[src/verilog/isl_regs.svh]
// register map, field positions, reset values and counts of the i2c slave
// Notes on behaviour
// - sda falling while scl high is a start; it sets the busy flag
// - after start, seven address bits msb first are compared with own address
// - matching address sets the match flag and raises the interrupt
// - the eighth bit is stored as read/write flag; 1 means master reads
// - on match the slave pulls sda low during the ninth clock
// - data bytes are eight bits, msb first, only after address acknowledge
// - as receiver, the ninth clock carries the software ack bit; 0 acknowledges
// - as transmitter, a missing master ack releases sda until stop
// - after a match scl is held low until data write or dummy read
// - one interrupt for match, byte done or time-out; flags tell cause
// - slave works only with mode field 110 and interface enable set
// - time-out counter starts on start plus match, clears on scl falling
// - time-out fires if period passes before next scl fall; stop halts counting
// - on expiry counter halts, enable clears, flag sets, interrupt is raised
// - expiry resets slave logic and status register; other registers except time-out keep contents
// - period is select plus one times 32 low-speed clock periods
// - time-out register: enable bit 7, flag bit 6, select bits 5..0
// - a stop clears the busy flag
// - byte-done clears during a transfer, sets with interrupt at byte end
`ifndef ISL_REGS_SVH
`define ISL_REGS_SVH

`define ISL_ADDR_MODE 12'h000
`define ISL_ADDR_STAT 12'h004
`define ISL_ADDR_OWN 12'h008
`define ISL_ADDR_DATA 12'h00c
`define ISL_ADDR_TOC 12'h010
`define ISL_ADDR_IEN 12'h014

`define ISL_MODE_RST 3'h7
`define ISL_MODE_I2C 3'h6
`define ISL_MODE_HI 7
`define ISL_MODE_LO 5
`define ISL_MODE_EN 1

`define ISL_ST_BDONE 7
`define ISL_ST_MATCH 6
`define ISL_ST_BUSY 5
`define ISL_ST_TXDIR 4
`define ISL_ST_ACKTX 3
`define ISL_ST_RW 2
`define ISL_ST_ACKRX 0

`define ISL_TOC_EN 7
`define ISL_TOC_FLAG 6
`define ISL_TOC_SEL_HI 5
`define ISL_TOC_SEL_LO 0

`define ISL_IEN_SIE 0

`define ISL_BITS 4'h8
`define ISL_TX_LAST 4'h7
`define ISL_TO_PRE_LAST 5'h1f

`endif

[src/verilog/isl_pkg.sv]
// types shared by the i2c slave files
package isl_pkg;

    typedef enum logic [3:0] {
        PH_IDLE,
        PH_ADDR,
        PH_AACK,
        PH_HOLD,
        PH_RX,
        PH_RACK,
        PH_TX,
        PH_TACK,
        PH_WAIT
    } isl_phase_e;

    typedef struct packed {
        isl_phase_e st;
        logic [3:0] cnt;
        logic [7:0] shft;
        logic [7:0] data;
        logic scl_d;
        logic sda_d;
        logic lsc_d;
        logic sda_oe;
        logic scl_oe;
        logic [2:0] mode;
        logic en;
        logic busy;
        logic match;
        logic rw;
        logic byte_done;
        logic txdir;
        logic ack_tx;
        logic ack_rx;
        logic [7:0] own;
        logic to_en;
        logic to_flag;
        logic [5:0] to_sel;
        logic sie;
        logic to_run;
        logic [4:0] pre;
        logic [5:0] units;
        logic irq;
        logic [7:0] rdata;
    } isl_state_s;

endpackage

[src/verilog/isl_sync.sv]
// two-stage synchroniser for inputs from outside the clock domain
`timescale 1ns/1ns
module isl_sync #(
    parameter int W = 1
) (
    input wire logic clk,
    input wire logic reset_n,
    input wire logic [W-1:0] din,
    output logic [W-1:0] dout
);
    typedef struct packed {
        logic [W-1:0] meta;
        logic [W-1:0] sync;
    } isl_sync_s;

    isl_sync_s r;
    isl_sync_s d;

    // first stage feeds only the second
    always_comb begin
        d.meta = din;
        d.sync = r.meta;
    end

    // reset high: idle bus lines read high, so no false edge at release
    always_ff @(posedge clk or negedge reset_n) begin
        if (!reset_n) begin
            r <= '1;
        end else begin
            r <= d;
        end
    end

    assign dout = r.sync;
endmodule

[src/verilog/isl_slave.sv]
// i2c slave engine with apb registers and bus time-out
//
// Register access over APB and the register offsets were left to the implementer.
`timescale 1ns/1ns
`include "isl_regs.svh"
module isl_slave (
    input wire logic clk,
    input wire logic reset_n,
    input wire logic psel,
    input wire logic penable,
    input wire logic pwrite,
    input wire logic [11:0] paddr,
    input wire logic [31:0] pwdata,
    output logic [31:0] prdata,
    output logic pready,
    output logic pslverr,
    input wire logic scl_in,
    output logic scl_out,
    output logic scl_oe,
    input wire logic sda_in,
    output logic sda_out,
    output logic sda_oe,
    input wire logic low_speed_clock,
    output logic serial_irq
);
    localparam isl_pkg::isl_state_s RST = '{
        st: isl_pkg::PH_IDLE,
        mode: `ISL_MODE_RST,
        byte_done: 1'b1,
        ack_rx: 1'b1,
        scl_d: 1'b1,
        sda_d: 1'b1,
        lsc_d: 1'b1, // synchroniser resets high, so no false slow-clock edge
        default: '0
    };

    isl_pkg::isl_state_s r;
    isl_pkg::isl_state_s d;

    logic [2:0] sync_out;
    logic s_scl;
    logic s_sda;
    logic s_lsc;
    logic scl_rise;
    logic scl_fall;
    logic start_ev;
    logic stop_ev;
    logic lsc_rise;
    logic active;
    logic quiet;
    logic to_exp;
    logic addr_eq;
    logic setup;
    logic acc;
    logic wr;
    logic rd_acc;
    logic hit;

    // pins and the low-speed clock come from outside this domain
    isl_sync #(
        .W(3)
    ) u_sync (
        .clk(clk),
        .reset_n(reset_n),
        .din({low_speed_clock, sda_in, scl_in}),
        .dout(sync_out)
    );

    assign s_scl = sync_out[0];
    assign s_sda = sync_out[1];
    assign s_lsc = sync_out[2];

    // bus edges and conditions from synchronised levels
    assign scl_rise = s_scl & ~r.scl_d;
    assign scl_fall = ~s_scl & r.scl_d;
    assign start_ev = s_scl & r.scl_d & ~s_sda & r.sda_d;
    assign stop_ev = s_scl & r.scl_d & s_sda & ~r.sda_d;
    assign lsc_rise = s_lsc & ~r.lsc_d;

    // slave only runs in i2c slave mode with the interface enabled
    assign active = (r.mode == `ISL_MODE_I2C) & r.en;
    assign addr_eq = (r.shft[7:1] == r.own[7:1]);

    // counter unit is 32 low-speed periods; expiry after select+1 units
    assign to_exp = r.to_run & r.to_en & lsc_rise & ~scl_fall
        & (r.pre == `ISL_TO_PRE_LAST) & (r.units == r.to_sel);
    assign quiet = active & ~start_ev & ~stop_ev & ~to_exp;

    // apb phases; zero wait states, read data fetched in the setup cycle
    assign setup = psel & ~penable;
    assign acc = psel & penable;
    assign wr = acc & pwrite;
    assign rd_acc = acc & ~pwrite;

    always_comb begin
        if (paddr == `ISL_ADDR_MODE) begin
            hit = 1'b1;
        end else if (paddr == `ISL_ADDR_STAT) begin
            hit = 1'b1;
        end else if (paddr == `ISL_ADDR_OWN) begin
            hit = 1'b1;
        end else if (paddr == `ISL_ADDR_DATA) begin
            hit = 1'b1;
        end else if (paddr == `ISL_ADDR_TOC) begin
            hit = 1'b1;
        end else if (paddr == `ISL_ADDR_IEN) begin
            hit = 1'b1;
        end else begin
            hit = 1'b0;
        end
    end

    // next state: bus access first, then the engine, then time-out on top
    always_comb begin
        d = r;
        d.irq = 1'b0;
        d.scl_d = s_scl;
        d.sda_d = s_sda;
        d.lsc_d = s_lsc;

        // read mux, captured so prdata comes from a flop
        if (setup && !pwrite) begin
            d.rdata = 8'h00;
            if (paddr == `ISL_ADDR_MODE) begin
                d.rdata[`ISL_MODE_HI:`ISL_MODE_LO] = r.mode;
                d.rdata[`ISL_MODE_EN] = r.en;
            end else if (paddr == `ISL_ADDR_STAT) begin
                d.rdata[`ISL_ST_BDONE] = r.byte_done;
                d.rdata[`ISL_ST_MATCH] = r.match;
                d.rdata[`ISL_ST_BUSY] = r.busy;
                d.rdata[`ISL_ST_TXDIR] = r.txdir;
                d.rdata[`ISL_ST_ACKTX] = r.ack_tx;
                d.rdata[`ISL_ST_RW] = r.rw;
                d.rdata[`ISL_ST_ACKRX] = r.ack_rx;
            end else if (paddr == `ISL_ADDR_OWN) begin
                d.rdata = r.own;
            end else if (paddr == `ISL_ADDR_DATA) begin
                d.rdata = r.data;
            end else if (paddr == `ISL_ADDR_TOC) begin
                d.rdata[`ISL_TOC_EN] = r.to_en;
                d.rdata[`ISL_TOC_FLAG] = r.to_flag;
                d.rdata[`ISL_TOC_SEL_HI:`ISL_TOC_SEL_LO] = r.to_sel;
            end else if (paddr == `ISL_ADDR_IEN) begin
                d.rdata[`ISL_IEN_SIE] = r.sie;
            end
        end

        // register writes take effect at the access edge
        if (wr) begin
            if (paddr == `ISL_ADDR_MODE) begin
                d.mode = pwdata[`ISL_MODE_HI:`ISL_MODE_LO];
                d.en = pwdata[`ISL_MODE_EN];
            end else if (paddr == `ISL_ADDR_STAT) begin
                d.txdir = pwdata[`ISL_ST_TXDIR];
                d.ack_tx = pwdata[`ISL_ST_ACKTX];
            end else if (paddr == `ISL_ADDR_OWN) begin
                d.own = pwdata[7:0];
            end else if (paddr == `ISL_ADDR_DATA) begin
                d.data = pwdata[7:0];
                // transmit load releases the stretched clock, msb goes out first
                if (r.st == isl_pkg::PH_HOLD && r.txdir) begin
                    d.shft = pwdata[7:0];
                    d.cnt = 4'h0;
                    d.st = isl_pkg::PH_TX;
                    d.scl_oe = 1'b0;
                    d.sda_oe = ~pwdata[7];
                    d.byte_done = 1'b0;
                end
            end else if (paddr == `ISL_ADDR_TOC) begin
                d.to_en = pwdata[`ISL_TOC_EN];
                // writing 0 clears the flag, writing 1 leaves it
                d.to_flag = r.to_flag & pwdata[`ISL_TOC_FLAG];
                d.to_sel = pwdata[`ISL_TOC_SEL_HI:`ISL_TOC_SEL_LO];
            end else if (paddr == `ISL_ADDR_IEN) begin
                d.sie = pwdata[`ISL_IEN_SIE];
            end
        end

        // dummy read of data in receive mode releases the clock
        if (rd_acc && paddr == `ISL_ADDR_DATA) begin
            if (r.st == isl_pkg::PH_HOLD && !r.txdir) begin
                d.st = isl_pkg::PH_RX;
                d.cnt = 4'h0;
                d.scl_oe = 1'b0;
                d.byte_done = 1'b0;
            end
        end

        // protocol engine; start and stop override any phase
        if (!active) begin
            d.st = isl_pkg::PH_IDLE;
            d.busy = 1'b0;
            d.match = 1'b0;
            d.rw = 1'b0;
            d.byte_done = 1'b1;
            d.ack_rx = 1'b1;
            d.sda_oe = 1'b0;
            d.scl_oe = 1'b0;
            d.to_run = 1'b0;
        end else if (start_ev) begin
            d.busy = 1'b1;
            d.st = isl_pkg::PH_ADDR;
            d.cnt = 4'h0;
            d.match = 1'b0;
            d.sda_oe = 1'b0;
            d.scl_oe = 1'b0;
        end else if (stop_ev) begin
            d.busy = 1'b0;
            d.st = isl_pkg::PH_IDLE;
            d.to_run = 1'b0;
            d.sda_oe = 1'b0;
            d.scl_oe = 1'b0;
        end else begin
            case (r.st)
                isl_pkg::PH_ADDR: begin
                    // address and direction bit, msb first
                    if (scl_rise) begin
                        d.shft = {r.shft[6:0], s_sda};
                        d.cnt = r.cnt + 4'h1;
                    end else if (scl_fall && r.cnt == `ISL_BITS) begin
                        if (addr_eq) begin
                            d.match = 1'b1;
                            d.rw = r.shft[0];
                            d.irq = 1'b1;
                            d.sda_oe = 1'b1;
                            d.to_run = 1'b1;
                            d.st = isl_pkg::PH_AACK;
                        end else begin
                            d.st = isl_pkg::PH_WAIT;
                        end
                    end
                end
                isl_pkg::PH_AACK: begin
                    // end of ninth clock: free sda, stretch scl for software
                    if (scl_fall) begin
                        d.sda_oe = 1'b0;
                        d.scl_oe = 1'b1;
                        d.st = isl_pkg::PH_HOLD;
                    end
                end
                isl_pkg::PH_RX: begin
                    if (scl_rise) begin
                        d.shft = {r.shft[6:0], s_sda};
                        d.cnt = r.cnt + 4'h1;
                    end else if (scl_fall && r.cnt == `ISL_BITS) begin
                        d.data = r.shft;
                        d.byte_done = 1'b1;
                        d.irq = 1'b1;
                        d.sda_oe = ~r.ack_tx;
                        d.st = isl_pkg::PH_RACK;
                    end
                end
                isl_pkg::PH_RACK: begin
                    // hold the clock again until the byte is read
                    if (scl_fall) begin
                        d.sda_oe = 1'b0;
                        d.scl_oe = 1'b1;
                        d.st = isl_pkg::PH_HOLD;
                    end
                end
                isl_pkg::PH_TX: begin
                    // next bit changes only while scl is low
                    if (scl_fall) begin
                        if (r.cnt == `ISL_TX_LAST) begin
                            d.sda_oe = 1'b0;
                            d.st = isl_pkg::PH_TACK;
                        end else begin
                            d.shft = {r.shft[6:0], 1'b0};
                            d.cnt = r.cnt + 4'h1;
                            d.sda_oe = ~r.shft[6];
                        end
                    end
                end
                isl_pkg::PH_TACK: begin
                    if (scl_rise) begin
                        d.ack_rx = s_sda;
                        d.byte_done = 1'b1;
                        d.irq = 1'b1;
                    end else if (scl_fall) begin
                        if (r.ack_rx) begin
                            d.st = isl_pkg::PH_WAIT;
                        end else begin
                            d.scl_oe = 1'b1;
                            d.st = isl_pkg::PH_HOLD;
                        end
                    end
                end
                default: begin
                    // idle and wait: nothing moves until start or stop; hold ends on data write or dummy read
                end
            endcase
        end

        // time-out prescaler and period counter, cleared by scl falling
        if (scl_fall) begin
            d.pre = 5'h00;
            d.units = 6'h00;
        end else if (r.to_run && r.to_en && lsc_rise) begin
            if (r.pre == `ISL_TO_PRE_LAST) begin
                d.pre = 5'h00;
                d.units = r.units + 6'h01;
            end else begin
                d.pre = r.pre + 5'h01;
            end
        end

        // expiry resets engine and status; data, address, mode are kept
        if (to_exp) begin
            d.st = isl_pkg::PH_IDLE;
            d.sda_oe = 1'b0;
            d.scl_oe = 1'b0;
            d.byte_done = RST.byte_done;
            d.match = RST.match;
            d.busy = RST.busy;
            d.txdir = RST.txdir;
            d.ack_tx = RST.ack_tx;
            d.rw = RST.rw;
            d.ack_rx = RST.ack_rx;
            d.to_run = 1'b0;
            d.to_en = 1'b0;
            d.to_flag = 1'b1; // set wins over a clearing write
            d.pre = 5'h00;
            d.units = 6'h00;
            d.irq = 1'b1;
        end

        // one interrupt line for all three causes, gated by the enable
        d.irq = d.irq & r.sie;
    end

    always_ff @(posedge clk or negedge reset_n) begin
        if (!reset_n) begin
            r <= RST;
        end else begin
            r <= d;
        end
    end

    // open-drain pins: data lines are only ever pulled low
    assign sda_out = 1'b0;
    assign scl_out = 1'b0;
    assign sda_oe = r.sda_oe;
    assign scl_oe = r.scl_oe;
    assign serial_irq = r.irq;
    assign prdata = {24'h000000, r.rdata};
    assign pready = 1'b1;
    assign pslverr = acc & ~hit;
endmodule

[config.mk]
export PLATFORM = sky130hd
export DESIGN_NAME = isl_slave
export DESIGN_NICKNAME = d
export VERILOG_FILES = /design/src/verilog/isl_pkg.sv /design/src/verilog/isl_sync.sv /design/src/verilog/isl_slave.sv
export VERILOG_INCLUDE_DIRS = /design/src /design/src/verilog
export SDC_FILE = /design/constraint.sdc
export NUM_CORES = 1
export LEC_CHECK = 0
export ABC_AREA = 1
export BUFFER_PORTS_ARGS = -buffer_cell sky130_fd_sc_hd__buf_2
export CAP_MARGIN = 0
export CORE_ASPECT_RATIO = 1.4
export CORE_MARGIN = 2
export CORE_UTILIZATION = 40
export CTS_BUF_LIST = sky130_fd_sc_hd__clkbuf_8
export DETAILED_ROUTE_END_ITERATION = 7
export PLACE_DENSITY_LB_ADDON = 0.15
export RECOVER_POWER = 25
export SLEW_MARGIN = 15
export SYNTH_ARGS = -nofsm -noshare
export SYNTH_HDL_FRONTEND = slang
export SYNTH_SLANG_ARGS = --single-unit
[constraint.sdc]
create_clock -name clk -period 5.25 [get_ports clk]
set_clock_uncertainty 0.15 [all_clocks]
set_input_delay 0.2625 -clock clk [delete_from_list [all_inputs] [get_ports clk]]
set_output_delay 0.2625 -clock clk [all_outputs]
set_load 0.05 [all_outputs]
==> impl_summary.txt <==
----------------------------------------------------
[Power]
  Maximum VDD drop ... about 0.13 mV
  Post-route total power ... 1260 uW
  Leakage power total ... between 0.002 and 0.003 uW
  Power per standard cell area ... 235 nW/um2

[Setup path]
  Critical path startpoint ... reset_n
  Data arrival at the endpoint of the critical path ... 2.39 ns
  Critical path endpoint ... r[76]
  Count of buffer and inverter cells on the critical path ... 2
  Critical Path Slowest Stage Cell ... sky130_fd_sc_hd__clkbuf_2
  WS Path Type ... in2async
  Biggest fanout along the worst timing path ... 84
  Kind of cell with the highest combined delay on the critical path ... buffers and inverters
  Stage delay of the slowest cell on the critical path ... approximately 1.5 ns
  Cells on worst reg2reg path ... 7
  Cell-by-cell trace of the critical path ... dlygate4sd3_1 > clkbuf_2
  Setup slack on the worst flop-to-flop path ... roughly 2.9 ns
  Worst R2R Start ... r[47]
  CP Data Required Time ... between 5 and 6 ns
  RR Endpoint ... r[56]
  Crit path capture type ... async pin
  Critical Path Start Type ... input port
  Cell count along the critical path ... 2

[Placement]
  Hpwl dp ... 9950 um
  Number of buffers inserted by port buffering ... 39
  RePlAce Congestion ... 0.897

[Detailed routing]
  Vias per inst ... 5.04
  Initial DRC count ... 216
  Total number of vias ... 4228
  Post-detailed-route DRC marker count ... 0
  Detail Route Antenna Nets ... 0
  Routed len/inst ... approximately 15 um
  First-pass iteration count of the detailed router ... 4
  Final Routed Wirelength ... 12800 um

[Finish]
  Final standard cell utilization of the core ... 0.450
  Multi-input combinational cell area ... 2240 um2
  Area growth from synthesis to layout ... 8.93%
  Number of nets in the layout ... 744
  Antenna cells ... 0
  Layout cell share with drive strength beyond 1 ... 0.130
  Sequential cell area ... roughly 2100 um2
  Count of fill cells added during filler insertion ... around 1300

[Timing]
  Total count of hold-check failures in the final report ... 0
  Final hold slack ... 0.0191 ns
  Relative slew slack ... -0.455
  Setup TNS after final layout ... 0 ns
  Min cycle time layout ... 2.52 ns
  Share of the cycle needed by the critical path after routing ... 0.480
  Least-Margin Pin Slew ... 2.18 ns
  Final setup vio count ... 0
  Highest clock frequency the design can meet ... 397 MHz
  Setup repair after global routing missed its margin ... no
  Final Max Tran Viols ... 85

[Logic synthesis]
  Yosys warning count ... 0
  Cell Area, Synth ... 4900 um2
  EDFF count, synth ... 0
  Share of synthesized area occupied by flip-flops and latches ... 0.432
  Area share of the largest cell type after synthesis ... 0.357
  Avg Cell Area, Syn ... approximately 7.6 um2
  Post-synthesis async set-or-reset flop share ... 1.00
  Count of mapped cells out of synthesis ... 646
  Largest cells by area after synthesis ... sky130_fd_sc_hd__dfrtp_1 (36%), sky130_fd_sc_hd__nand2_1 (12%), sky130_fd_sc_hd__dfstp_2 (7.5%)
  Top cell type by total area after synthesis ... sky130_fd_sc_hd__dfrtp_1
  Synth unique cells ... 40
  Count of state elements after synthesis ... 84
  Leading register cell type out of synthesis ... sky130_fd_sc_hd__dfrtp_1

[Floorplanning]
  Number of placement rows ... 47
  Core outline area ... 11900 um2
  Vertical die dimension ... 135 um
  Number of primary I/O pins ... 91
  Initial cell density of the core ... 0.413
  Area of the die ... 13200 um2
  Die X-Extent ... around 98 um

[CTS]
  Setup repair bufs after CTS ... 0
  Sink count of the clock tree ... 84
  Clk pin slew, worst setup/hold paths ... 0.09 ns
  Max clock buf depth ... 2
  Maximum level of the CTS H-tree ... 3
  Clock network latency to the later pin of the worst-skew pair ... 0.36 ns
  Clock root buffer ... sky130_fd_sc_hd__clkbuf_8
  Total of cells resized after clock tree synthesis ... 0
  Num CTS Buffers ... 9
  TritonCTS clock tree ... done

[Worst hold path]
  HP Class ... in2reg

[Outcome]
  Failing checks ... capacitance limit, slew limit
  Status ... complete, but fails checks

[GRT]
  Sum of overflow across all layers after global routing ... 0
  Number of antenna violations at the first check in global routing ... 0
  Global-route wire length before repair ... between 20000 and 25000 um
  Largest net degree at the start of global routing ... 85
  Via count of the first global-routing pass ... 4210
  GR Util All Layers ... 0.202

[Run]
  MaxCap Viol Count ... 1

----------------------------------------------------
==> worst min path at each step <==
stage | startpoint | to | slack [ns] | depth (start not counted)
finish | pwdata[7] | r[37] | 0.02 | 3
global route | pwdata[5] | r[27] | 0.04 | 3
CTS | pwdata[6] | r[36] | 0.006 | 3
detailed placement | u_sync.d[2] | u_sync.dout[2] | 0.20 | 0
global placement | u_sync.d[1] | u_sync.dout[1] | 0.20 | 0
floorplan | reset_n | prdata[0] | -0.18 | 0
==> flip-flops by register name (all words and copies together) (netlist names) <==
| register | count |
|---|---|
| prdata | 8 |
| r | 67 |
| scl_oe | 1 |
| sda_oe | 1 |
| serial_irq | 1 |
| u_sync.d | 3 |
| u_sync.dout | 3 |
==> timing repair <==
item | 4_1_cts | 5_1_grt
setup endpoints to repair | 0 | 0
hold endpoints to repair | 49 | 0
hold buffers | 8 | 0
==> cell families (layout without fill, tap and decap cells) <==
group / Yosys count / after routing / share of synthesized area
adder cells (fa/ha/maj): 5 / 5 / 0.0128
other: 2 / 27 / 0.00153
AO/OA/AOI/OAI: 117 / 117 / 0.137
buffers and inverters: 130 / 151 / 0.129
XOR/XNOR: 13 / 13 / 0.0232
AND/OR/NAND/NOR: 295 / 295 / 0.264
flip-flops: 84 / 84 / 0.432
==> placed cells by master (no fill, tap or decap), drive strengths merged, types with 14 or more instances in the layout <==
cell type / count
dfrtp: 70
nand3: 33
buf: 38
nand2: 168
nor2: 67
a21oi: 27
conb: 27
o21ai: 55
inv: 89
dfstp: 14
==> metrics by stage <==
step / area [um2] / instances / setup WS (ns)
final: 5340 / 839 / 2.73
after global routing: 5340 / 839 / 2.27
after CTS: 5340 / 839 / 2.86
after detailed placement: 5070 / 815 / 2.87
after global placement: 5070 / 815 / 2.89
after floorplan: 5000 / 671 / 2.82
==> area by class of cell <==
cell class / count / area share
Tap cell: 147 / 0.0344
Sequential cell: 84 / 0.397
Multi-Input combinational cell: 457 / 0.420
Inverter: 88 / 0.0619
Clock buffer: 12 / 0.0309
Timing Repair Buffer: 47 / 0.0515
Clock inverter: 4 / 0.00445
==> synth_stat cells, types with 2 or more instances <==
master / n
sky130_fd_sc_hd__inv_2: 4
sky130_fd_sc_hd__nand2_1: 160
sky130_fd_sc_hd__a21oi_1: 26
sky130_fd_sc_hd__ha_1: 5
sky130_fd_sc_hd__nor3_4: 2
sky130_fd_sc_hd__and3_1: 3
sky130_fd_sc_hd__xor2_1: 8
sky130_fd_sc_hd__o21ai_0: 35
sky130_fd_sc_hd__inv_1: 84
sky130_fd_sc_hd__nand2_2: 6
sky130_fd_sc_hd__o211ai_1: 12
sky130_fd_sc_hd__o21ai_1: 20
sky130_fd_sc_hd__buf_4: 35
sky130_fd_sc_hd__o31ai_1: 3
sky130_fd_sc_hd__nor2_4: 3
sky130_fd_sc_hd__xnor2_1: 5
sky130_fd_sc_hd__o21a_1: 5
sky130_fd_sc_hd__nor3_1: 8
sky130_fd_sc_hd__nand3_1: 33
sky130_fd_sc_hd__dfstp_2: 14
sky130_fd_sc_hd__dfrtp_1: 70
sky130_fd_sc_hd__nand4_1: 9
sky130_fd_sc_hd__conb_1: 2
sky130_fd_sc_hd__nand2_4: 2
sky130_fd_sc_hd__a211oi_1: 2
sky130_fd_sc_hd__o22ai_1: 7
sky130_fd_sc_hd__buf_2: 6
sky130_fd_sc_hd__nor2_2: 4
sky130_fd_sc_hd__a31oi_1: 3
sky130_fd_sc_hd__nor2_1: 60
==> routing by layer <==
layer  track usage  wire length, um
met2         0.369             6710
met4        0.0733              331
met3        0.0311              462
met1         0.240             5300
met5             0                0
==> report_power, final <==
part / total [uW] / switching, uW / internal (uW)
combinational: 135 / 107 / 28.1
sequential: 671 / 9.80 / 661
clock: 449 / 240 / 209
Note: power is estimated with default switching activity, not from simulation.
